[src/supply_thermal_map.svh]
// Register map constants for the supply and thermal status bank
`ifndef SUPPLY_THERMAL_MAP_SVH
`define SUPPLY_THERMAL_MAP_SVH

// Register addresses (7-bit serial address space)
`define SUP_B_ADDR       7'h40
`define SUP_A_ADDR       7'h41
`define THERM_ADDR       7'h42

// Secondary supply status field positions
`define SUP_B_BATT_UV    6
`define SUP_B_R3_OC      4
`define SUP_B_R3_UV      3
`define SUP_B_R3_OT      2
`define SUP_B_MAIN_OV    1
`define SUP_B_MAIN_WARN  0
`define SUP_B_MASK       8'h5F

// Primary supply status field positions
`define SUP_A_POR        7
`define SUP_A_HS_UV      6
`define SUP_A_HS_OV      5
`define SUP_A_R2_OT      4
`define SUP_A_R2_UV      3
`define SUP_A_MAIN_SC    2
`define SUP_A_FS_UV      1
`define SUP_A_MAIN_UV    0

// Thermal status field positions
`define THERM_THERMAL_SHUTDOWN_STAGE2_FLAG       2
`define THERM_THERMAL_SHUTDOWN_STAGE1_FLAG       1
`define THERM_TPW        0
`define THERM_MASK       8'h07

// Reset values
`define SUP_B_RST        8'h00
`define SUP_A_POR_RST    8'h80
`define SUP_A_SOFT_RST   8'h00
`define THERM_RST        8'h00

// Short-to-ground qualification time
`define SHORT_TIME_NS    4000000
`define CLK_PERIOD_NS    4
`define SHORT_CYCLES     (`SHORT_TIME_NS / `CLK_PERIOD_NS)

`endif

[src/supply_thermal_pkg.sv]
// Types shared by the supply and thermal status bank
package supply_thermal_pkg;

  // Device operating modes as seen by the status bank
  typedef enum logic [2:0] {
    MODE_INIT,
    MODE_NORMAL,
    MODE_STOP,
    MODE_SLEEP,
    MODE_RESTART,
    MODE_FAILSAFE
  } dev_mode_t;

  // Raw fault detector events, one per flag source
  typedef struct packed {
    logic batt_uv;
    logic r3_oc;
    logic r3_uv;
    logic r3_ot;
    logic main_ov;
    logic main_warn;
    logic hs_uv;
    logic hs_ov;
    logic r2_ot;
    logic r2_uv;
    logic main_uv;
    logic uv_fourth;
    logic thermal_shutdown_stage2_flag;
    logic thermal_shutdown_stage1_flag;
    logic thermal_prewarn_flag;
  } fault_events_t;

  // Serial command after byte decoding
  typedef struct packed {
    logic       valid;
    logic [6:0] addr;
    logic       clear;
  } status_cmd_t;

endpackage

[src/supply_thermal_status_regs.sv]
// Sticky supply and thermal fault status registers with read and clear
`timescale 1ns/1ns
`include "supply_thermal_map.svh"

// How it works
// Reserved status bits always read zero
// Battery undervoltage latches secondary bit six
// Third regulator faults latch bits four to two
// Main overvolt and prewarning latch bits one, zero
// Power-on sets bit seven; soft reset clears
// High-side under/overvoltage latch bits six, five
// Second regulator overtemp, undervolt latch bits four, three
// Main output low beyond 4ms flags short
// Fourth undervoltage fail-safe entry latches bit one
// Main regulator undervoltage reset latches bit zero
// Sleep with main regulator off blocks main overvolt, short and undervolt flags
// Main undervolt update gated by device mode
// Stage-two shutdown latches and forces fail-safe
// Stage-one shutdown and prewarning latch bits
// Thermal flags never self-clear
// Restart keeps secondary flags, zeroes reserved
// Restart clears only fail-safe undervolt flag
// Restart keeps thermal flags; resets clear all
// Command bit seven low reads, high clears byte
// Flags drop only by clear, reset or restart entry
// Persisting fault sets flag again after clear
module supply_thermal_status_regs
  import supply_thermal_pkg::*;
#(
  parameter int unsigned SHORT_CYCLES = `SHORT_CYCLES
) (
  input  wire logic          sys_clk,
  input  wire logic          rst_n,
  input  wire logic          soft_reset,
  input  wire dev_mode_t     dev_mode,
  input  wire logic          main_reg_on,
  input  wire logic          reset_output,
  input  wire fault_events_t events,
  input  wire logic          main_below_reset,
  input  wire status_cmd_t   cmd,
  output logic [7:0]         rd_data,
  output logic               rd_valid,
  output logic               failsafe_req
);

  // Elaboration check: the short counter needs at least one cycle
  if (SHORT_CYCLES < 1) begin : g_bad_short
    $error("SHORT_CYCLES must be at least one");
  end

  // Counter saturates one above the limit, so it needs room for SHORT_CYCLES + 1
  localparam int CW = $clog2(SHORT_CYCLES + 2);

  // ==========================================================
  // State
  // ==========================================================
  typedef struct packed {
    logic [7:0]  sup_b;        // Secondary supply status
    logic [7:0]  sup_a;        // Primary supply status
    logic [7:0]  therm;        // Thermal status
    logic [CW-1:0] sc_cnt;     // Time spent below reset threshold
    logic        ro_seen;      // Reset output released once in init
    logic        restart_prev; // Previous cycle was restart
    logic [7:0]  rd_data;      // Read answer
    logic        rd_valid;     // Read answer strobe
    logic        failsafe;     // Fail-safe request
  } state_t;

  state_t s_q;  // Registered state
  state_t s_d;  // Next state

  logic restart_entry;   // First cycle of restart
  logic main_gate;       // Main regulator flags may set
  logic uv_update;       // Main undervolt may update
  logic sc_now;          // Short condition present
  logic clr_b;           // Clear strobes per register
  logic clr_a;
  logic clr_t;
  logic [7:0] set_b;     // Set vectors per register
  logic [7:0] set_a;
  logic [7:0] set_t;

  // ==========================================================
  // Next state logic
  // ==========================================================
  always_comb begin
    s_d = s_q;
    restart_entry = (dev_mode == MODE_RESTART) && !s_q.restart_prev;
    s_d.restart_prev = (dev_mode == MODE_RESTART);
    // Main regulator flags are meaningless while it is off in sleep
    main_gate = !((dev_mode == MODE_SLEEP) && !main_reg_on);

    // Short timer counts cycles spent under the reset threshold
    if (main_below_reset && main_gate) begin
      if (s_q.sc_cnt <= CW'(SHORT_CYCLES)) begin
        s_d.sc_cnt = s_q.sc_cnt + CW'(1);
      end
    end else begin
      s_d.sc_cnt = '0;
    end
    sc_now = (s_q.sc_cnt > CW'(SHORT_CYCLES));

    // Track first release of reset output during init
    if (dev_mode == MODE_INIT && reset_output) begin
      s_d.ro_seen = 1'b1;
    end

    // Undervolt update depends on mode; short overrides every mode except sleep with main regulator off
    unique case (dev_mode)
      MODE_RESTART: uv_update = 1'b0;
      MODE_INIT:    uv_update = s_q.ro_seen;
      MODE_NORMAL,
      MODE_STOP:    uv_update = 1'b1;
      default:      uv_update = 1'b1;
    endcase
    uv_update = (uv_update || sc_now) && main_gate;

    // Set vectors; a detector that stays active re-sets after clear
    set_b = '0;
    set_b[`SUP_B_BATT_UV]   = events.batt_uv;
    set_b[`SUP_B_R3_OC]     = events.r3_oc;
    set_b[`SUP_B_R3_UV]     = events.r3_uv;
    set_b[`SUP_B_R3_OT]     = events.r3_ot;
    set_b[`SUP_B_MAIN_OV]   = events.main_ov && main_gate;
    set_b[`SUP_B_MAIN_WARN] = events.main_warn;
    set_a = '0;
    set_a[`SUP_A_HS_UV]     = events.hs_uv;
    set_a[`SUP_A_HS_OV]     = events.hs_ov;
    set_a[`SUP_A_R2_OT]     = events.r2_ot;
    set_a[`SUP_A_R2_UV]     = events.r2_uv;
    // A count left over from before sleep must not raise the short flag there
    set_a[`SUP_A_MAIN_SC]   = sc_now && main_gate;
    set_a[`SUP_A_FS_UV]     = events.uv_fourth;
    set_a[`SUP_A_MAIN_UV]   = events.main_uv && uv_update;
    set_t = '0;
    set_t[`THERM_THERMAL_SHUTDOWN_STAGE2_FLAG]      = events.thermal_shutdown_stage2_flag;
    set_t[`THERM_THERMAL_SHUTDOWN_STAGE1_FLAG]      = events.thermal_shutdown_stage1_flag;
    set_t[`THERM_TPW]       = events.thermal_prewarn_flag;

    // Command decode: bit seven high clears the addressed byte
    clr_b = cmd.valid && cmd.clear && (cmd.addr == `SUP_B_ADDR);
    clr_a = cmd.valid && cmd.clear && (cmd.addr == `SUP_A_ADDR);
    clr_t = cmd.valid && cmd.clear && (cmd.addr == `THERM_ADDR);

    // Sticky update: set beats a same-cycle clear; restart entry and soft reset below are the only other clears
    s_d.sup_b = ((clr_b ? 8'h00 : s_q.sup_b) | set_b) & `SUP_B_MASK;
    s_d.sup_a = (clr_a ? 8'h00 : s_q.sup_a) | set_a;
    s_d.therm = ((clr_t ? 8'h00 : s_q.therm) | set_t) & `THERM_MASK;

    // Restart entry: only the fail-safe undervolt flag is dropped
    if (restart_entry) begin
      s_d.sup_b = s_d.sup_b & `SUP_B_MASK;
      s_d.sup_a[`SUP_A_FS_UV] = set_a[`SUP_A_FS_UV];
      s_d.therm = s_d.therm & `THERM_MASK;
    end

    // Read answer: whole byte returned, then cleared if asked
    s_d.rd_valid = cmd.valid;
    unique case (cmd.addr)
      `SUP_B_ADDR: s_d.rd_data = s_q.sup_b;
      `SUP_A_ADDR: s_d.rd_data = s_q.sup_a;
      `THERM_ADDR: s_d.rd_data = s_q.therm;
      default:     s_d.rd_data = 8'h00;
    endcase
    if (!cmd.valid) begin
      s_d.rd_data = s_q.rd_data;
    end

    // Stage-two shutdown forces fail-safe
    s_d.failsafe = events.thermal_shutdown_stage2_flag;

    // Soft reset clears all three status bytes, the short timer and the init tracker, including the power-on flag
    if (soft_reset) begin
      s_d.sup_b   = `SUP_B_RST;
      s_d.sup_a   = `SUP_A_SOFT_RST;
      s_d.therm   = `THERM_RST;
      s_d.ro_seen = 1'b0;
      s_d.sc_cnt  = '0;
    end
  end

  // ==========================================================
  // State register
  // ==========================================================
  always_ff @(posedge sys_clk or negedge rst_n) begin
    if (!rst_n) begin
      s_q              <= '0;
      s_q.sup_a        <= `SUP_A_POR_RST;
    end else begin
      s_q <= s_d;
    end
  end

  // Outputs come straight from flip-flops
  assign rd_data      = s_q.rd_data;
  assign rd_valid     = s_q.rd_valid;
  assign failsafe_req = s_q.failsafe;

  // ==========================================================
  // Assertions
  // ==========================================================
  reserved_b_zero_a: assert property (@(posedge sys_clk) disable iff (!rst_n)
    (s_q.sup_b & ~`SUP_B_MASK) == 8'h00 && (s_q.therm & ~`THERM_MASK) == 8'h00)
    else $error("reserved status bit set");

  batt_uv_latch_a: assert property (@(posedge sys_clk) disable iff (!rst_n)
    events.batt_uv && !soft_reset |=> s_q.sup_b[`SUP_B_BATT_UV])
    else $error("battery undervolt not latched");

  short_timer_a: assert property (@(posedge sys_clk) disable iff (!rst_n)
    s_q.sup_a[`SUP_A_MAIN_SC] && !$past(s_q.sup_a[`SUP_A_MAIN_SC]) && !$past(soft_reset)
    |-> $past(s_q.sc_cnt) > CW'(SHORT_CYCLES))
    else $error("short flag without timeout");

  sleep_block_a: assert property (@(posedge sys_clk) disable iff (!rst_n)
    dev_mode == MODE_SLEEP && !main_reg_on && !s_q.sup_b[`SUP_B_MAIN_OV] && !soft_reset
    |=> !s_q.sup_b[`SUP_B_MAIN_OV])
    else $error("main overvolt set in sleep");

  restart_uv_a: assert property (@(posedge sys_clk) disable iff (!rst_n)
    dev_mode == MODE_RESTART && s_q.sc_cnt == '0 && !s_q.sup_a[0] && !main_below_reset
    |=> !s_q.sup_a[`SUP_A_MAIN_UV])
    else $error("undervolt updated in restart");

  thermal_shutdown_stage2_flag_failsafe_a: assert property (@(posedge sys_clk) disable iff (!rst_n)
    events.thermal_shutdown_stage2_flag |=> failsafe_req && ($past(soft_reset) || s_q.therm[`THERM_THERMAL_SHUTDOWN_STAGE2_FLAG]))
    else $error("stage two shutdown not handled");

  thermal_hold_a: assert property (@(posedge sys_clk) disable iff (!rst_n)
    s_q.therm[`THERM_THERMAL_SHUTDOWN_STAGE1_FLAG] && !soft_reset && !clr_t |=> s_q.therm[`THERM_THERMAL_SHUTDOWN_STAGE1_FLAG])
    else $error("thermal flag self-cleared");

  restart_fs_a: assert property (@(posedge sys_clk) disable iff (!rst_n)
    restart_entry && !events.uv_fourth && !soft_reset && !clr_a
    |=> !s_q.sup_a[`SUP_A_FS_UV] && s_q.sup_a[7] == $past(s_q.sup_a[7]))
    else $error("restart entry handled wrong");

  clear_byte_a: assert property (@(posedge sys_clk) disable iff (!rst_n)
    clr_a && set_a == 8'h00 && !soft_reset |=> s_q.sup_a == 8'h00 ##1 1'b1)
    else $error("byte clear failed");

  set_wins_a: assert property (@(posedge sys_clk) disable iff (!rst_n)
    clr_b && set_b != 8'h00 && !soft_reset |=> (s_q.sup_b & $past(set_b)) == $past(set_b))
    else $error("set lost against clear");

  // ==========================================================
  // Per-flag latching and hold checks
  // ==========================================================
  // Each check below except soft_clear_a waives the soft reset cycle, which overrides every set

  // Third regulator events show up at the next edge
  r3_latch_a: assert property (@(posedge sys_clk) disable iff (!rst_n)
    !soft_reset |=> (s_q.sup_b[`SUP_B_R3_OC:`SUP_B_R3_OT]
      & $past({events.r3_oc, events.r3_uv, events.r3_ot}))
      == $past({events.r3_oc, events.r3_uv, events.r3_ot}))
    else $error("third regulator flag not latched");

  // Overvoltage only counts while the main regulator flags are enabled
  main_ov_latch_a: assert property (@(posedge sys_clk) disable iff (!rst_n)
    events.main_ov && main_gate && !soft_reset |=> s_q.sup_b[`SUP_B_MAIN_OV])
    else $error("main overvolt not latched");

  // Prewarning has its own fixed threshold and no mode gating
  prewarn_latch_a: assert property (@(posedge sys_clk) disable iff (!rst_n)
    events.main_warn && !soft_reset |=> s_q.sup_b[`SUP_B_MAIN_WARN])
    else $error("prewarning not latched");

  // High-side supply under and overvoltage
  hs_latch_a: assert property (@(posedge sys_clk) disable iff (!rst_n)
    !soft_reset |=> (s_q.sup_a[`SUP_A_HS_UV:`SUP_A_HS_OV] & $past({events.hs_uv, events.hs_ov}))
      == $past({events.hs_uv, events.hs_ov}))
    else $error("high-side flag not latched");

  // Second regulator overtemperature and undervoltage
  r2_latch_a: assert property (@(posedge sys_clk) disable iff (!rst_n)
    !soft_reset |=> (s_q.sup_a[`SUP_A_R2_OT:`SUP_A_R2_UV] & $past({events.r2_ot, events.r2_uv}))
      == $past({events.r2_ot, events.r2_uv}))
    else $error("second regulator flag not latched");

  // Timer expiry must reach the short flag
  short_set_a: assert property (@(posedge sys_clk) disable iff (!rst_n)
    sc_now && main_gate && !soft_reset |=> s_q.sup_a[`SUP_A_MAIN_SC])
    else $error("short flag not latched");

  // Sleep with the main regulator off never raises the short flag
  sleep_short_a: assert property (@(posedge sys_clk) disable iff (!rst_n)
    dev_mode == MODE_SLEEP && !main_reg_on && !s_q.sup_a[`SUP_A_MAIN_SC] && !soft_reset
    |=> !s_q.sup_a[`SUP_A_MAIN_SC])
    else $error("short flag set in sleep");

  // Fail-safe entry flag, also when it coincides with restart entry
  fs_latch_a: assert property (@(posedge sys_clk) disable iff (!rst_n)
    events.uv_fourth && !soft_reset |=> s_q.sup_a[`SUP_A_FS_UV])
    else $error("fail-safe undervolt not latched");

  // Undervoltage latches whenever the mode gate lets it update
  main_uv_latch_a: assert property (@(posedge sys_clk) disable iff (!rst_n)
    events.main_uv && uv_update && !soft_reset |=> s_q.sup_a[`SUP_A_MAIN_UV])
    else $error("main undervolt not latched");

  // Stage-one shutdown and prewarning
  tsd_latch_a: assert property (@(posedge sys_clk) disable iff (!rst_n)
    !soft_reset |=> (s_q.therm[`THERM_THERMAL_SHUTDOWN_STAGE1_FLAG:`THERM_TPW] & $past({events.thermal_shutdown_stage1_flag, events.thermal_prewarn_flag}))
      == $past({events.thermal_shutdown_stage1_flag, events.thermal_prewarn_flag}))
    else $error("thermal flag not latched");

  // Soft reset wipes all three registers, power-on bit included
  soft_clear_a: assert property (@(posedge sys_clk) disable iff (!rst_n)
    soft_reset |=> s_q.sup_a == 8'h00 && s_q.sup_b == 8'h00 && s_q.therm == 8'h00)
    else $error("soft reset left a flag");

  // Without clear, reset or restart entry no primary bit may drop
  sup_a_keep_a: assert property (@(posedge sys_clk) disable iff (!rst_n)
    !soft_reset && !clr_a && !restart_entry
    |=> (s_q.sup_a & $past(s_q.sup_a)) == $past(s_q.sup_a))
    else $error("primary flag dropped");

  // Secondary flags survive everything but a clear or soft reset, restart included
  sup_b_keep_a: assert property (@(posedge sys_clk) disable iff (!rst_n)
    !soft_reset && !clr_b |=> (s_q.sup_b & $past(s_q.sup_b)) == $past(s_q.sup_b))
    else $error("secondary flag dropped");

  // Thermal flags survive restart and a vanished condition
  therm_keep_a: assert property (@(posedge sys_clk) disable iff (!rst_n)
    !soft_reset && !clr_t |=> (s_q.therm & $past(s_q.therm)) == $past(s_q.therm))
    else $error("thermal flag dropped");

  // ==========================================================
  // Read answer checks
  // ==========================================================
  // One answer strobe per command, exactly one cycle later
  read_strobe_a: assert property (@(posedge sys_clk) disable iff (!rst_n)
    1'b1 |=> rd_valid == $past(cmd.valid))
    else $error("read strobe mismatch");

  // The answer is the byte as it stood before any clear
  read_data_a: assert property (@(posedge sys_clk) disable iff (!rst_n)
    cmd.valid && cmd.addr == `SUP_A_ADDR |=> rd_data == $past(s_q.sup_a))
    else $error("read data mismatch");

  // Addresses outside the bank answer zero
  unmapped_a: assert property (@(posedge sys_clk) disable iff (!rst_n)
    cmd.valid && cmd.addr != `SUP_A_ADDR && cmd.addr != `SUP_B_ADDR
    && cmd.addr != `THERM_ADDR |=> rd_data == 8'h00)
    else $error("unmapped read not zero");

endmodule

[config.mk]
export PLATFORM = sky130hd
export DESIGN_NAME = supply_thermal_status_regs
export DESIGN_NICKNAME = d
export VERILOG_FILES = /design/src/supply_thermal_pkg.sv /design/src/supply_thermal_status_regs.sv
export VERILOG_INCLUDE_DIRS = /design/src
export SDC_FILE = /design/constraint.sdc
export NUM_CORES = 1
export LEC_CHECK = 0
export ABC_AREA = 0
export BUFFER_PORTS_ARGS = -buffer_cell sky130_fd_sc_hd__buf_2
export CAP_MARGIN = 20
export CELL_PAD_IN_SITES_DETAIL_PLACEMENT = 1
export CELL_PAD_IN_SITES_GLOBAL_PLACEMENT = 1
export CORE_AREA = 2 2 76 78
export CTS_CLUSTER_DIAMETER = 200
export DETAILED_ROUTE_END_ITERATION = 16
export DIE_AREA = 0 0 78 80
export GPL_ROUTABILITY_DRIVEN = 0
export GPL_TIMING_DRIVEN = 0
export PLACE_DENSITY = 0.87
export RECOVER_POWER = 50
export REMOVE_ABC_BUFFERS = 1
export SLEW_MARGIN = 20
export SYNTH_ARGS = -nofsm -noshare
export SYNTH_HDL_FRONTEND = slang
export SYNTH_SLANG_ARGS = --single-unit
[constraint.sdc]
create_clock -name sys_clk -period 5 [get_ports sys_clk]
set_input_delay 0.25 -clock sys_clk [delete_from_list [all_inputs] [get_ports sys_clk]]
set_output_delay 0.25 -clock sys_clk [all_outputs]
set_load 0.05 [all_outputs]
; ---- Word level (Yosys, flattened, before mapping)
; Index checks and enable logic that the tools add are counted.
[classes]
addsub = 1
n_mul = 0
div_mod_pow = 0
order_cmp = 2
eq_ne = 6
shift = 0
mux = 10
bitwise_logic = 3
reduce_logical = 18
[ops]
columns = cell, n
row1 = 44-bit two-way mux, 1
row2 = 20-bit two-way mux, 2
row3 = 8-bit case mux with 3 select lines, 1
row4 = "7-bit equality test, second input constant", 3
row5 = "20-bit by 1-bit adder with 20-bit output, second input constant", 1
row6 = "20-bit greater-than comparator, second input constant", 1
row7 = "20-bit <= comparator, second input constant", 1
row8 = 1-bit logical AND, 12
row9 = 8-bit two-way mux, 1
row10 = 8-bit by 7-bit bitwise OR with 8-bit output, 1
row11 = 7-bit two-way mux, 1
row12 = 7-bit bitwise OR, 1
row13 = "3-bit by 2-bit equality test with 1-bit output, second input constant", 1
row14 = "3-bit equality test, second input constant", 1
row15 = 1-bit zero test, 3
row16 = 3-bit zero test, 1
row17 = 3-bit two-way mux, 1
row18 = "3-bit by 2-bit inequality test with 1-bit output, second input constant", 1
row19 = 3-bit bitwise OR, 1
row20 = 1-bit two-way mux, 2
row21 = 1-bit case mux with 2 select lines, 1
row22 = 2-bit nonzero test, 1
row23 = 1-bit logical OR, 1
[word_totals]
regBits = 55
latch_bits = 0
ram_bits = 0
romBits = 0
inputBits = 33
out_inout_bits = 10
wordCells = 49
n_memories = 0

; ---- Longest topological paths before layout
[depth]
word_depth = 8
depth_mapped = 9
mapped_depth_nobuf = 7

; ---- Least setup slack after synthesis
; OpenSTA, ideal clock, no wires.
[synth_timing]
kind = register to register
startpoint = register s_q[12] in the netlist's numbering
endpoint = register s_q[22] in the netlist's numbering
setup_time_ns = 0.078
t_arrival_ns = 1.782
required_ns = 4.922
path_slack_ns = 3.140
path_stages_with_launch = 9
path_buffers = 1
period_less_slack_ns = 1.860
cell_sequence = dfrtp_1 > inv_1 > ha_1 > nor4b_1 > a21o_1 > a21oi_1 > buf_6 > or4_1 > a21oi_1
[synth_between]
elab_chain_len = 4
word_cells_on_any_way = 6
classes_between = add/sub: 1 / order compare: 1 / eq/ne: 1 / mux: 3
[synth_lines]
columns = item, line
row1 = from (decl), supply_thermal_status_regs.sv:69  ; state_t s_q;
row2 = 20-bit by 1-bit adder with 20-bit output, supply_thermal_status_regs.sv:96  ; s_d.sc_cnt = s_q.sc_cnt + CW'(1);
row3 = 20-bit two-way mux, supply_thermal_status_regs.sv:95  ; if (s_q.sc_cnt <= CW'(SHORT_CYCLES)) begin
row4 = 20-bit two-way mux, supply_thermal_status_regs.sv:94  ; if (main_below_reset && main_gate) begin
row5 = 44-bit two-way mux, supply_thermal_status_regs.sv:173  ; if (soft_reset) begin
; Several ways; a longest one is shown, not always the timed one. The select of a mux whose other input is x is not followed.
; A chain may end at the register's enable or synchronous reset.

==> flow_summary.json <==
{
  "outcome": "finished, violations left",
  "violations": "capacitance limit, slew limit",
  "grt_max_degree": 50,
  "async_reset_ff_share_pct": 100,
  "postRouteAntennaNets": 0,
  "diodes": 0,
  "synth_area_leaders": "dfrtp_1 (50%), a21oi_1 (6.1%), nor2_1 (3.6%)",
  "wl_um": 5640,
  "antenna_found_initial": 0,
  "htreeDepth": 2,
  "grt_pass1_vias": 2036,
  "first_pass_iters": 4,
  "io_pins": 43,
  "fp.dieH_um": 80,
  "cts_tree": "done",
  "die-area_mm2": 0.00624,
  "nFillCells": 656,
  "gr-total-overflow": 0,
  "syn_area_mm2": 0.00240,
  "crit_arrival_ps": 2690,
  "synth_area_leader_cell": "dfrtp_1",
  "vias": 2028,
  "finalCriticalPeriod_ps": 2830,
  "crit_family": "buffers and inverters",
  "dp_hpwl_um": 4090,
  "drt_iter0_markers": 93,
  "synthToLayoutAreaGrowth_pct": 13.9,
  "drive_above_1_share_pct": 17.8,
  "drcViolationCount": 0,
  "cp_cell_sequence": "dlygate4sd3_1, clkbuf_1",
  "cp.required_ps": 4850,
  "die_x_um": 78,
  "core_area_mm2": 0.00541,
  "synth_warnings": 0,
  "critPathKind": "in2async",
  "worst_slew_pin_slew_ps": 2660,
  "finalHoldViolations": 0,
  "total_power_mw": 0.774,
  "fin_crit_sh_pct": 56.6,
  "ys_types": 40,
  "start_util_pct": 44.3,
  "cts_sinks": 49,
  "grt.total_usage_pct": 19.3,
  "rsz0062_at_grt": "no",
  "numCtsBuffers": 5,
  "vias_per_cell": 5.66,
  "hold_path_class": "in2reg",
  "ys_top_cells_by_count": "dfrtp_1 (48), a21oi_1 (29), nor2_1 (23)",
  "synth_seq_area_share_pct": 51.2,
  "syn-instance-count": 252,
  "slew_violations": 50,
  "routedWlPerCell_um": 15.8,
  "crit_path_end_kind": "asynchronous set/reset pin",
  "critPathMaxFanout": 49,
  "clk_latency_ps": 300,
  "synth.most_common_cell": "dfrtp_1",
  "synth_edf_count": 0,
  "grt_pass1_wl_um": 9660,
  "powerDensity_mw_per_mm2": 283,
  "syn_avg_cell_area_um2": 9.51,
  "ys.flop_type": "dfrtp_1",
  "yosys.area.top_type_share_pct": 50.1,
  "portBuffers": 42,
  "fmax_ghz": 0.353,
  "timing.hold.ws_ps": 70.9,
  "postCtsSetupRepairBufs": 0,
  "irDropWorstVdd_mv": 0.103,
  "clk_pin_slew_ps": 90,
  "finalNetCount": 320,
  "rows": 27,
  "path_buf_inv": 2,
  "clock_skew_ps": 6.41,
  "cpMaxStageDelayCell": "clkbuf_1",
  "slowest_delay_ps": 1880,
  "cap_violations": 1,
  "fin_setup_tns_ps": 0,
  "leakagePower_nw": 1.20,
  "clockBufferDepth": 2,
  "root_buffer": "clkbuf_8",
  "synth-seq-cells": 49,
  "start_kind": "input port",
  "relSlewSlack_pct": -77.1,
  "finalSetupViolCount": 0
}
-- worst reg2reg max path, stage by stage, from the launching register on --
cell and delay, ps:
dfrtp_1 400, inv_1 120, ha_1 160, nor4b_1 250, a21o_1 190, a21oi_2 180
buf_6 210, a2111oi_0 480, o2bb2ai_1 130
-- path summary, 6_finish.rpt --
check | start | endpoint | slack [ps] | cells past startpoint
min | events[2] | failsafe_req | 70 | 1
min reg2reg | s_q[31] | s_q[31] | 500 | 1
max in group sys_clk | s_q[12] | s_q[40] | 2750 | 8
max | rst_n | s_q[26] | 2170 | 2
max reg2reg | s_q[12] | s_q[40] | 2750 | 8
min in group asynchronous | rst_n | rd_valid | 1330 | 2
-- per-stage QoR --
step | util (%) | worst slack (ps) | instances | area (um^2)
6_report | 50.5 | 2170 | 358 | 2730
5_1_grt | 50.5 | 1680 | 358 | 2730
2_1_floorplan | - | 2740 | 234 | 2290
4_1_cts | 50.4 | 2720 | 357 | 2720
3_5_place_dp | 48.2 | 2760 | 349 | 2600
3_3_place_gp | 47.9 | 2110 | 348 | 2590
-- layout make-up --
cell class	count	area (um^2)	share of cell area [%]
Sequential cell	49	1230	45.0
Multi-Input combinational cell	169	1000	36.8
Timing Repair Buffer	44	228	8.34
Tap cell	72	90.1	3.30
Clock buffer	6	82.6	3.02
Inverter	16	60.1	2.20
Clock inverter	2	37.5	1.37
-- repair_timing --
action | CTS | global route
resized for setup | 0 | 0
hold endpoints to repair | 0 | 7
hold buffers | 0 | 1
setup endpoints to repair | 0 | 0
-- power breakdown --
group          leakage [nW]  switching, mW  total, mW  internal, mW
clock network        0.0574          0.136      0.299         0.163
logic                 0.490         0.0384     0.0612        0.0228
registers             0.652        0.00650      0.414         0.407
total                  1.20          0.181      0.774         0.593
-- registers in the layout (all words and copies together) (netlist names) --
name and count:
s_q 39, rd_data 8, failsafe_req 1, rd_valid 1
-- routing by layer --
layer | GRT usage [%] | vias up | wire length (um)
met5 | 0 | - | 0
met4 | 4.21 | 0 | 48
met3 | 3.39 | 6 | 246
met2 | 36.1 | 48 | 2960
met1 | 23.2 | 1004 | 2390
li1 | - | 970 | -
-- layout by cell type (no fill, tap or decap), drive strengths merged, types with 3 or more instances in the layout --
| cell type | n |
|---|---|
| and2 | 3 |
| nand4 | 6 |
| o31ai | 5 |
| nor2 | 23 |
| nand2 | 13 |
| o22ai | 8 |
| buf | 40 |
| nand3 | 17 |
| clkbuf | 9 |
| dfrtp | 48 |
| nor3 | 3 |
| mux2i | 7 |
| o21ai | 9 |
| a21oi | 29 |
| inv | 16 |
| or4 | 7 |
| or3 | 10 |
| and3 | 4 |
-- cells by family after synthesis --
group,share of synthesized area [%]
mux,2.92
simple gates,21.8
xor+xnor,0.366
flops,51.2
compound gates,15.7
fa+ha+maj,1.04
buf+inv,7.00
Note: power is estimated with default switching activity, not from simulation.
